## src/inc/serial_port_pkg.sv

```systemverilog
// constants of the chained serial configuration port
package serial_port_pkg;
   // frame layout, counted in serial clock rising edges
   localparam int CMD_BITS = 32;
   localparam int DATA_BITS = 16;
   localparam int CNT_W = 6;
   localparam logic [5:0] CMD_LAST = 6'h1F;
   localparam logic [5:0] DATA_LAST = 6'h0F;
   // command word 1 fields, as bit positions in the 32-bit command
   localparam int RW_BIT = 31;
   localparam int BCAST_BIT = 30;
   localparam int AUTOINC_BIT = 28;
   localparam int UNIT_HI = 27;
   localparam int UNIT_LO = 23;
   localparam int UNIT_W = 5;
   localparam int ADDR_W = 23;
   // register indices inside the config_status_space
   localparam logic [22:0] CTRL_INDEX = 23'h000000;
   localparam logic [22:0] STATUS_INDEX = 23'h000001;
   // control register fields
   localparam int LOOP_OFF_BIT = 0;
   localparam int SHARED_OUT_BIT = 1;
   localparam int UNIT_FIELD_LO = 8;
   localparam int UNIT_FIELD_HI = 12;
   localparam logic [15:0] CTRL_RESET = 16'h0000;
   localparam logic [15:0] REG_RESET = 16'h0000;
   localparam int REG_COUNT_DEF = 4;
   typedef enum logic [2:0] {
      PH_IDLE = 3'b001,
      PH_CMD = 3'b010,
      PH_DATA = 3'b100
   } phase_e;
endpackage

```

## src/rtl/chained_serial_host_port.sv

```systemverilog
// slave side of the chained serial configuration port with its register space
`timescale 1ns/100ps
`default_nettype none

// Functional notes
// - the port is a slave only; serial clock, serial input and select all come from the host.
// - a falling select starts a transfer and the following bits are taken as a new command.
// - a rising select ends the transfer for this port.
// - up to 32 ports share one select, told apart by their programmed unit address.
// - the port answers only when the command unit address matches its own, unless broadcast is set on a write.
// - with select low the serial input is sampled on each rising clock: 32 command bits, then 16 data bits.
// - after reset the serial output is an unclocked copy of the input, except in the data word of a read.
// - during a read the register contents leave on the output, changing on falling clock edges.
// - with the loop-through-off bit at 1 the input no longer reaches the output, which stays high except in the data word of a read.
// - a change of the loop-through-off bit takes effect within 4 serial clock cycles of the write.
// - command bit 15 of word 1 selects read (1) or write (0).
// - command bit 14 of word 1 is the broadcast flag; on a write every port stores the data.
// - command bits 11 to 7 of word 1 hold the unit address, which resets to zero in the port.
// - with the shared-output bit at 1 the output is released whenever select is high.
module chained_serial_host_port #(
   parameter int REG_COUNT = serial_port_pkg::REG_COUNT_DEF
) (
   input wire logic sys_clk,
   input wire logic reset,
   input wire logic serial_clk,
   input wire logic chip_select_n,
   input wire logic serial_in_line,
   output logic serial_out_line,
   output logic serial_out_enable,
   input wire logic [15:0] status_word,
   output logic loop_through_off,
   output logic shared_output_tristate,
   output logic [serial_port_pkg::UNIT_W-1:0] unit_address,
   output logic [REG_COUNT*16-1:0] config_space_out
);
   import serial_port_pkg::*;

   initial begin
      if (REG_COUNT < 2 || REG_COUNT > 65536) begin
         $error("REG_COUNT must lie between 2 and 65536");
      end
   end

   // a bad package edit stops the build here instead of silently misframing
   initial begin
      if (CNT_W < $clog2(CMD_BITS + 1)) begin
         $error("bit counter too narrow for the command word");
      end
      if (int'(CMD_LAST) != CMD_BITS - 1) begin
         $error("command end count disagrees with the command width");
      end
      if (int'(DATA_LAST) != DATA_BITS - 1) begin
         $error("data end count disagrees with the data width");
      end
      if (DATA_BITS != $bits(status_word)) begin
         $error("data word must match the register width");
      end
      if (CMD_BITS % DATA_BITS != 0) begin
         $error("command must be a whole number of data words");
      end
   end

   // command field positions, counted from the first bit sent
   initial begin
      if (RW_BIT != CMD_BITS - 1) begin
         $error("direction bit must be the first bit of the command");
      end
      if (BCAST_BIT != RW_BIT - 1) begin
         $error("broadcast bit must follow the direction bit");
      end
      if (AUTOINC_BIT >= BCAST_BIT || AUTOINC_BIT <= UNIT_HI) begin
         $error("auto-increment bit must sit between broadcast and unit fields");
      end
      if (UNIT_HI - UNIT_LO + 1 != UNIT_W) begin
         $error("unit address field width disagrees with UNIT_W");
      end
      if (UNIT_LO != ADDR_W) begin
         $error("register address must fill the bits below the unit field");
      end
      if (ADDR_W < 1) begin
         $error("register address needs at least one bit");
      end
   end

   // control word layout
   initial begin
      if (UNIT_FIELD_HI - UNIT_FIELD_LO + 1 != UNIT_W) begin
         $error("stored unit field width disagrees with UNIT_W");
      end
      if (UNIT_FIELD_HI >= DATA_BITS) begin
         $error("stored unit field lies outside the control word");
      end
      if (LOOP_OFF_BIT == SHARED_OUT_BIT) begin
         $error("loop-through and shared-output bits overlap");
      end
      if (LOOP_OFF_BIT >= UNIT_FIELD_LO || SHARED_OUT_BIT >= UNIT_FIELD_LO) begin
         $error("control bits overlap the stored unit field");
      end
   end

   // register indices against the storage actually built
   initial begin
      if (CTRL_INDEX == STATUS_INDEX) begin
         $error("control and status share one index");
      end
      if (int'(CTRL_INDEX) >= REG_COUNT) begin
         $error("control index lies outside the register space");
      end
      if (int'(STATUS_INDEX) >= REG_COUNT) begin
         $error("status index lies outside the register space");
      end
      if (REG_COUNT > (1 << ADDR_W)) begin
         $error("register space larger than the address reach");
      end
   end

   // reset state must give plain loop-through and unit address zero
   initial begin
      if (CTRL_RESET[UNIT_FIELD_HI:UNIT_FIELD_LO] != '0) begin
         $error("unit address must reset to zero");
      end
      if (CTRL_RESET[LOOP_OFF_BIT] != 1'b0) begin
         $error("loop-through must be on after reset");
      end
      if (CTRL_RESET[SHARED_OUT_BIT] != 1'b0) begin
         $error("output must be driven after reset");
      end
   end

   typedef struct packed {
      logic [2:0] cs_ff;
      logic [2:0] ck_ff;
      logic [1:0] sd_ff;
      phase_e phase;
      logic [CNT_W-1:0] cnt;
      logic [CMD_BITS-1:0] cmd_sr;
      logic [DATA_BITS-1:0] data_sr;
      logic is_read;
      logic bcast;
      logic autoinc;
      logic unit_match;
      logic [ADDR_W-1:0] addr;
      logic [DATA_BITS-1:0] tx;
      logic drive;
      logic out_bit;
      logic [REG_COUNT-1:0][15:0] regs;
   } state_s;

   state_s st_q;
   state_s st_d;

   logic cs_high;
   logic cs_fell;
   logic ck_rise;
   logic ck_fall;
   logic bit_in;
   logic [CMD_BITS-1:0] cmd_full;
   logic [DATA_BITS-1:0] data_full;
   logic [ADDR_W-1:0] next_addr;
   logic write_ok;

   // read value of one index; out-of-range indices read as zero
   function automatic logic [15:0] read_reg(input state_s s, input logic [ADDR_W-1:0] a,
                                            input logic [15:0] stat);
      logic [15:0] v;
      v = 16'h0000;
      if (a == STATUS_INDEX) begin
         v = stat;
      end else if (a < ADDR_W'(REG_COUNT)) begin
         v = s.regs[a];
      end
      return v;
   endfunction

   // first stage of each synchroniser feeds only the second stage
   // all three link inputs belong to the host; the port never drives them
   assign cs_high = st_q.cs_ff[1];
   assign cs_fell = st_q.cs_ff[2] & ~st_q.cs_ff[1];
   assign ck_rise = st_q.ck_ff[1] & ~st_q.ck_ff[2];
   assign ck_fall = st_q.ck_ff[2] & ~st_q.ck_ff[1];
   assign bit_in = st_q.sd_ff[1];

   always_comb begin
      st_d = st_q;
      cmd_full = {st_q.cmd_sr[CMD_BITS-2:0], bit_in};
      data_full = {st_q.data_sr[DATA_BITS-2:0], bit_in};
      next_addr = st_q.addr + ADDR_W'(1);
      write_ok = 1'b0;
      st_d.cs_ff = {st_q.cs_ff[1:0], chip_select_n};
      st_d.ck_ff = {st_q.ck_ff[1:0], serial_clk};
      st_d.sd_ff = {st_q.sd_ff[0], serial_in_line};
      if (cs_high) begin
         // select high: drop any partial word, serial clock ignored
         st_d.phase = PH_IDLE;
         st_d.cnt = '0;
         st_d.drive = 1'b0;
      end else begin
         if (cs_fell) begin
            // falling select opens a new command
            st_d.phase = PH_CMD;
            st_d.cnt = '0;
            st_d.drive = 1'b0;
         end
         if (ck_rise) begin
            case (st_d.phase)
               PH_CMD: begin
                  // command bits sampled on rising serial clock
                  st_d.cmd_sr = cmd_full;
                  st_d.cnt = st_d.cnt + CNT_W'(1);
                  if (st_d.cnt == CMD_LAST + CNT_W'(1)) begin
                     st_d.phase = PH_DATA;
                     st_d.cnt = '0;
                     st_d.is_read = cmd_full[RW_BIT];
                     st_d.bcast = cmd_full[BCAST_BIT];
                     st_d.autoinc = cmd_full[AUTOINC_BIT];
                     st_d.addr = cmd_full[ADDR_W-1:0];
                     // unit address compare against the programmed field
                     st_d.unit_match = cmd_full[UNIT_HI:UNIT_LO] ==
                        st_q.regs[CTRL_INDEX][UNIT_FIELD_HI:UNIT_FIELD_LO];
                     if (cmd_full[RW_BIT] && st_d.unit_match) begin
                        // only the addressed port answers a read
                        st_d.tx = read_reg(st_q, cmd_full[ADDR_W-1:0], status_word);
                        st_d.drive = 1'b1;
                     end
                  end
               end
               PH_DATA: begin
                  // data bits sampled on rising serial clock
                  st_d.data_sr = data_full;
                  st_d.cnt = st_d.cnt + CNT_W'(1);
                  if (st_d.cnt == DATA_LAST + CNT_W'(1)) begin
                     st_d.cnt = '0;
                     // write taken on match or broadcast
                     write_ok = ~st_q.is_read & (st_q.unit_match | st_q.bcast);
                     if (write_ok && st_q.addr != STATUS_INDEX &&
                         st_q.addr < ADDR_W'(REG_COUNT)) begin
                        // control bits act from the next system clock
                        st_d.regs[st_q.addr] = data_full;
                     end
                     if (st_q.autoinc) begin
                        st_d.addr = next_addr;
                        if (st_q.is_read && st_q.unit_match) begin
                           st_d.tx = read_reg(st_q, next_addr, status_word);
                        end
                     end else begin
                        // single access: further bits are ignored until select rises
                        st_d.phase = PH_IDLE;
                        st_d.drive = 1'b0;
                     end
                  end
               end
               default: begin
                  st_d.cnt = st_d.cnt;
               end
            endcase
         end
         if (ck_fall && st_q.drive) begin
            // read data changes on the falling serial clock
            st_d.out_bit = st_q.tx[DATA_BITS-1];
            st_d.tx = {st_q.tx[DATA_BITS-2:0], 1'b0};
         end
      end
   end

   always_ff @(posedge sys_clk) begin
      if (reset) begin
         st_q.cs_ff <= 3'h7;
         st_q.ck_ff <= 3'h0;
         st_q.sd_ff <= 2'h0;
         st_q.phase <= PH_IDLE;
         st_q.cnt <= '0;
         st_q.cmd_sr <= '0;
         st_q.data_sr <= '0;
         st_q.is_read <= 1'b0;
         st_q.bcast <= 1'b0;
         st_q.autoinc <= 1'b0;
         st_q.unit_match <= 1'b0;
         st_q.addr <= '0;
         st_q.tx <= '0;
         st_q.drive <= 1'b0;
         st_q.out_bit <= 1'b0;
         for (int i = 0; i < REG_COUNT; i++) begin
            st_q.regs[i] <= REG_RESET;
         end
         st_q.regs[CTRL_INDEX] <= CTRL_RESET;
      end else begin
         st_q <= st_d;
      end
   end

   assign loop_through_off = st_q.regs[CTRL_INDEX][LOOP_OFF_BIT];
   assign shared_output_tristate = st_q.regs[CTRL_INDEX][SHARED_OUT_BIT];
   assign unit_address = st_q.regs[CTRL_INDEX][UNIT_FIELD_HI:UNIT_FIELD_LO];

   generate
      for (genvar g = 0; g < REG_COUNT; g++) begin : g_out
         assign config_space_out[g*16 +: 16] = st_q.regs[g];
      end
   endgenerate

   // loop-through path is deliberately unclocked so a chain adds only gate delay
   assign serial_out_line = st_q.drive ? st_q.out_bit :
                            (loop_through_off ? 1'b1 : serial_in_line);
   // released while select is high in shared mode
   assign serial_out_enable = ~(shared_output_tristate & cs_high);
endmodule

`default_nettype wire

```

## config.mk

```make
export PLATFORM = sky130hd
export DESIGN_NAME = chained_serial_host_port
export DESIGN_NICKNAME = d
export VERILOG_FILES = /design/src/inc/serial_port_pkg.sv /design/src/rtl/chained_serial_host_port.sv
export SDC_FILE = /design/constraint.sdc
export NUM_CORES = 1
export LEC_CHECK = 0
export CAP_MARGIN = 20
export CORE_MARGIN = 4
export CORE_UTILIZATION = 60
export DETAILED_ROUTE_END_ITERATION = 8
export DONT_BUFFER_PORTS = 1
export PLACE_DENSITY = 0.76
export SLEW_MARGIN = 20
export SYNTH_ARGS = -nofsm -noshare
export SYNTH_HDL_FRONTEND = slang
export SYNTH_SLANG_ARGS = --single-unit
```

## constraint.sdc

```tcl
create_clock -name sys_clk -period 5.6 [get_ports sys_clk]
set_clock_uncertainty 0.2 [all_clocks]
set_input_delay 0.56 -clock sys_clk [delete_from_list [all_inputs] [get_ports sys_clk]]
set_output_delay 0.56 -clock sys_clk [all_outputs]
set_load 0.05 [all_outputs]
```

==> run summary <==
first drt pass iteration count = 7
largest net degree at the start of global routing = 140
Area contributors post-synth = dfxtp_1 (38%), nand2_1 (7.7%), a21oi_1 (6.3%)
port bufs = 0
vias in the first global route = 6978
Total Routing Usage GR = 0.268
crit path capture type = register
highest routed layer = met4
Ys Warns = 0
Die Span X = 132 um
min-delay src = reset
n_diodes = 0
main combinational cell family by area after synthesis = simple AND/OR/NAND/NOR gates
wire length per cell = 19.9 um
maxcap violations = 0
Post-Syn Nets = 1137
syn avg cell area = 8.26 um^2
worst-case reg-to-reg path depth = 10
Critical Path RT = 5.71 ns
global-route wire length before repair = 38100 um
mux cell area share after synthesis = 0.106
Seq/Total Area, Yosys = 0.376
NumNets Final = 1020
Yosys cell types = 56
fillers = 1257
Synth Area in Simple Gates = 0.211
Worst-path clk slew = 0.06 ns
area growth from synthesis to layout = 1.54%
global placement routability congestion = 0.898
R2R setup slack = 1.76 ns
Comb power frac = 0.018
cell-internal power = 1.95 mW
gate count after technology mapping = 1110
post-DP HPWL = 14800 um
CTS Root Cell = clkbuf_16
post-synthesis cell area = 9170 um^2
Yosys top cell by area = dfxtp_1
Final TNS setup = 0 ns
final instance area = 9310 um^2
Sequential Power Share = 0.491
met2 WL = 10600 um
Remaining DRCs = 0
sw power = 0.546 mW
Final Cycle Share = 0.686
reg2reg end = st_q[78]
cell mode on critical path = and3_1
CTS buffer count = 17
Critical Path AT = 3.95 ns
vias = 7634
number of post-CTS setup repair buffers = 0
Core Rows = 44
FF+latch count, synth = 172
Hold Crit Class = in -> reg
Max-Slew Margin vs Limit = 0.251
RSZ-0062 raised after global routing = false
Max Freq = 260 MHz
die area = 17300 um^2
H-tree level count = 4
Post-synth ARST share = 0
Worst-Skew Late Latency = 0.43 ns
layout cells sized above 1 = 0.0924
status = finished, final reports clean
ys flop type = dfxtp_1
crit-path max FO = 32
met3 routed WL = 2310 um
slowest library cell on the worst path = o21a_1
Max clock buf depth = 2
TritonCTS clock tree = yes
final slew viol count = 0
initial core utilization = 0.621
initial antenna violation count = 0
DR vias/cell = 6.42
Max VDD drop = 0.221 mV
Yosys top cell area share = 0.376
Adder-Cell Fraction of Synth Area = 0.00819
r2r startpoint = cs_high
Tmin final = 3.84 ns
final global-route overflow total = 0
final wirelength = 23700 um
final hold viol count = 0
Hold Path Cell Cnt = 1
worst-path cell chain = nand2b_1, and2_1, ha_1, nand2_1, nor2_1, and3_1, and3_1, o21a_1, a21oi_1, o22a_1
# IOs = 94
CP peak stage delay = 0.85 ns
number of DRC markers in iteration 0 = 811
post-synthesis xor/xnor area fraction = 0.0247
Slew @ Worst Pin = 1.12 ns
highest-count cells in the layout ignoring fill and taps = nand2_1 (187), dfxtp_1 (171), a21oi_1 (115), nor2_1 (54), nand3_1 (45)
area post-placement = 8590 um^2
DIE HEIGHT = 132 um
number of flops mapped to enable cells by yosys = 0
switching share of power = 0.219
critical path class = reg -> reg
post-route ant nets = 0
clk sink count = 172
pwr dens = 268 nW/um^2
WHS = 0.00483 ns
Compound-Gate Fraction of Synth Area = 0.171
total core area = 14800 um^2
Setup crit start kind = register
most common cell after layout, fill and taps aside = nand2_1
leakage power = 3.18 nW
Clk pwr share = 0.491
hold endpoint = st_d[167]
final setup fails = 0
Met1 Wirelength = 10500 um
[sequential cells by signal, summed over array words and instances (netlist names)]
register          cells
st_q                 56
config_space_out     64
st_d                  4
bit_in                1
data_full            15
cs_high               1
cmd_full             31
[stage by stage]
step | power, mW | setup slack, ns | cells | util
3_3_place_gp | 1.28 | 1.92 | 1148 | 0.582
3_5_place_dp | 1.28 | 1.86 | 1148 | 0.582
2_1_floorplan | 1.29 | 2.15 | 1110 | -
5_1_grt | 2.57 | 1.44 | 1190 | 0.631
4_1_cts | 2.51 | 1.84 | 1186 | 0.628
6_report | 2.50 | 1.76 | 1190 | 0.631
[worst max-delay path by stage]
stage	cells past startpoint	startpoint	slack (ns)	end
after detailed placement	10	cs_high	1.86	st_q[68]
after global placement	10	cs_high	1.92	st_q[70]
after CTS	10	cs_high	1.84	st_q[78]
after global routing	10	cs_high	1.44	st_q[75]
final	10	cs_high	1.76	st_q[78]
after floorplan	10	st_q[82]	2.15	st_q[73]
[critical path: cells and delay by family (launching register included)]
| family | cells | cell delay, ns |
|---|---|---|
| DFF | 1 | 0.46 |
| and+or+nand+nor | 6 | 1.57 |
| AOI/OAI and AO/OA | 3 | 1.27 |
| adders and majority gates | 1 | 0.20 |
[cell usage after synthesis (18+ instances only)]
| cell | instances |
|---|---|
| dfxtp_1 | 172 |
| clkbuf_1 | 52 |
| buf_2 | 21 |
| nand3_1 | 45 |
| xnor2_1 | 18 |
| nand2_1 | 188 |
| a21oi_1 | 116 |
| a22oi_1 | 23 |
| nor2b_1 | 23 |
| nor4_1 | 27 |
| nor2_1 | 55 |
| o21ai_0 | 45 |
| mux2i_1 | 44 |
| buf_4 | 70 |
[logic make-up (layout without fill, tap and decap cells)]
logic type                 Yosys count  count (layout)
DFF                                172             172
xor gates and xnor gates            25              25
buffers and inverters              169              65
AOI/OAI and AO/OA                  256             256
muxes                               75              75
and+or+nand+nor                    407             407
adders and majority gates            6               6
[layer usage]
layer / vias up / GRT usage
met5: - / 0
met4: 0 / 0.0671
met3: 29 / 0.0810
met2: 332 / 0.400
met1: 3644 / 0.382
li1: 3629 / -
[area by class of cell]
| cell class | count | area, um^2 | area share |
|---|---|---|---|
| multi-input combinational | 769 | 4790 | 0.515 |
| sequential | 172 | 3440 | 0.370 |
| clock buffer | 18 | 429 | 0.0461 |
| tap | 184 | 230 | 0.0247 |
| timing repair buffer | 22 | 190 | 0.0204 |
| clock inverter | 14 | 184 | 0.0198 |
| inverter | 11 | 41.3 | 0.00443 |
[power groups by stage]
stage	clock network [mW]	logic (mW)	registers, mW
2_1_floorplan	0	0.0387	1.25
3_3_place_gp	0	0.0303	1.25
3_5_place_dp	0	0.0303	1.25
4_1_cts	1.24	0.0385	1.23
5_1_grt	1.30	0.0496	1.23
6_report	1.23	0.0453	1.23
[what timing repair did]
action / in CTS / in global routing
resized for setup: 0 / 0
hold endpoints to repair: 1 / 1
hold buffers: 6 / 4
Note: power is estimated with default switching activity, not from simulation.
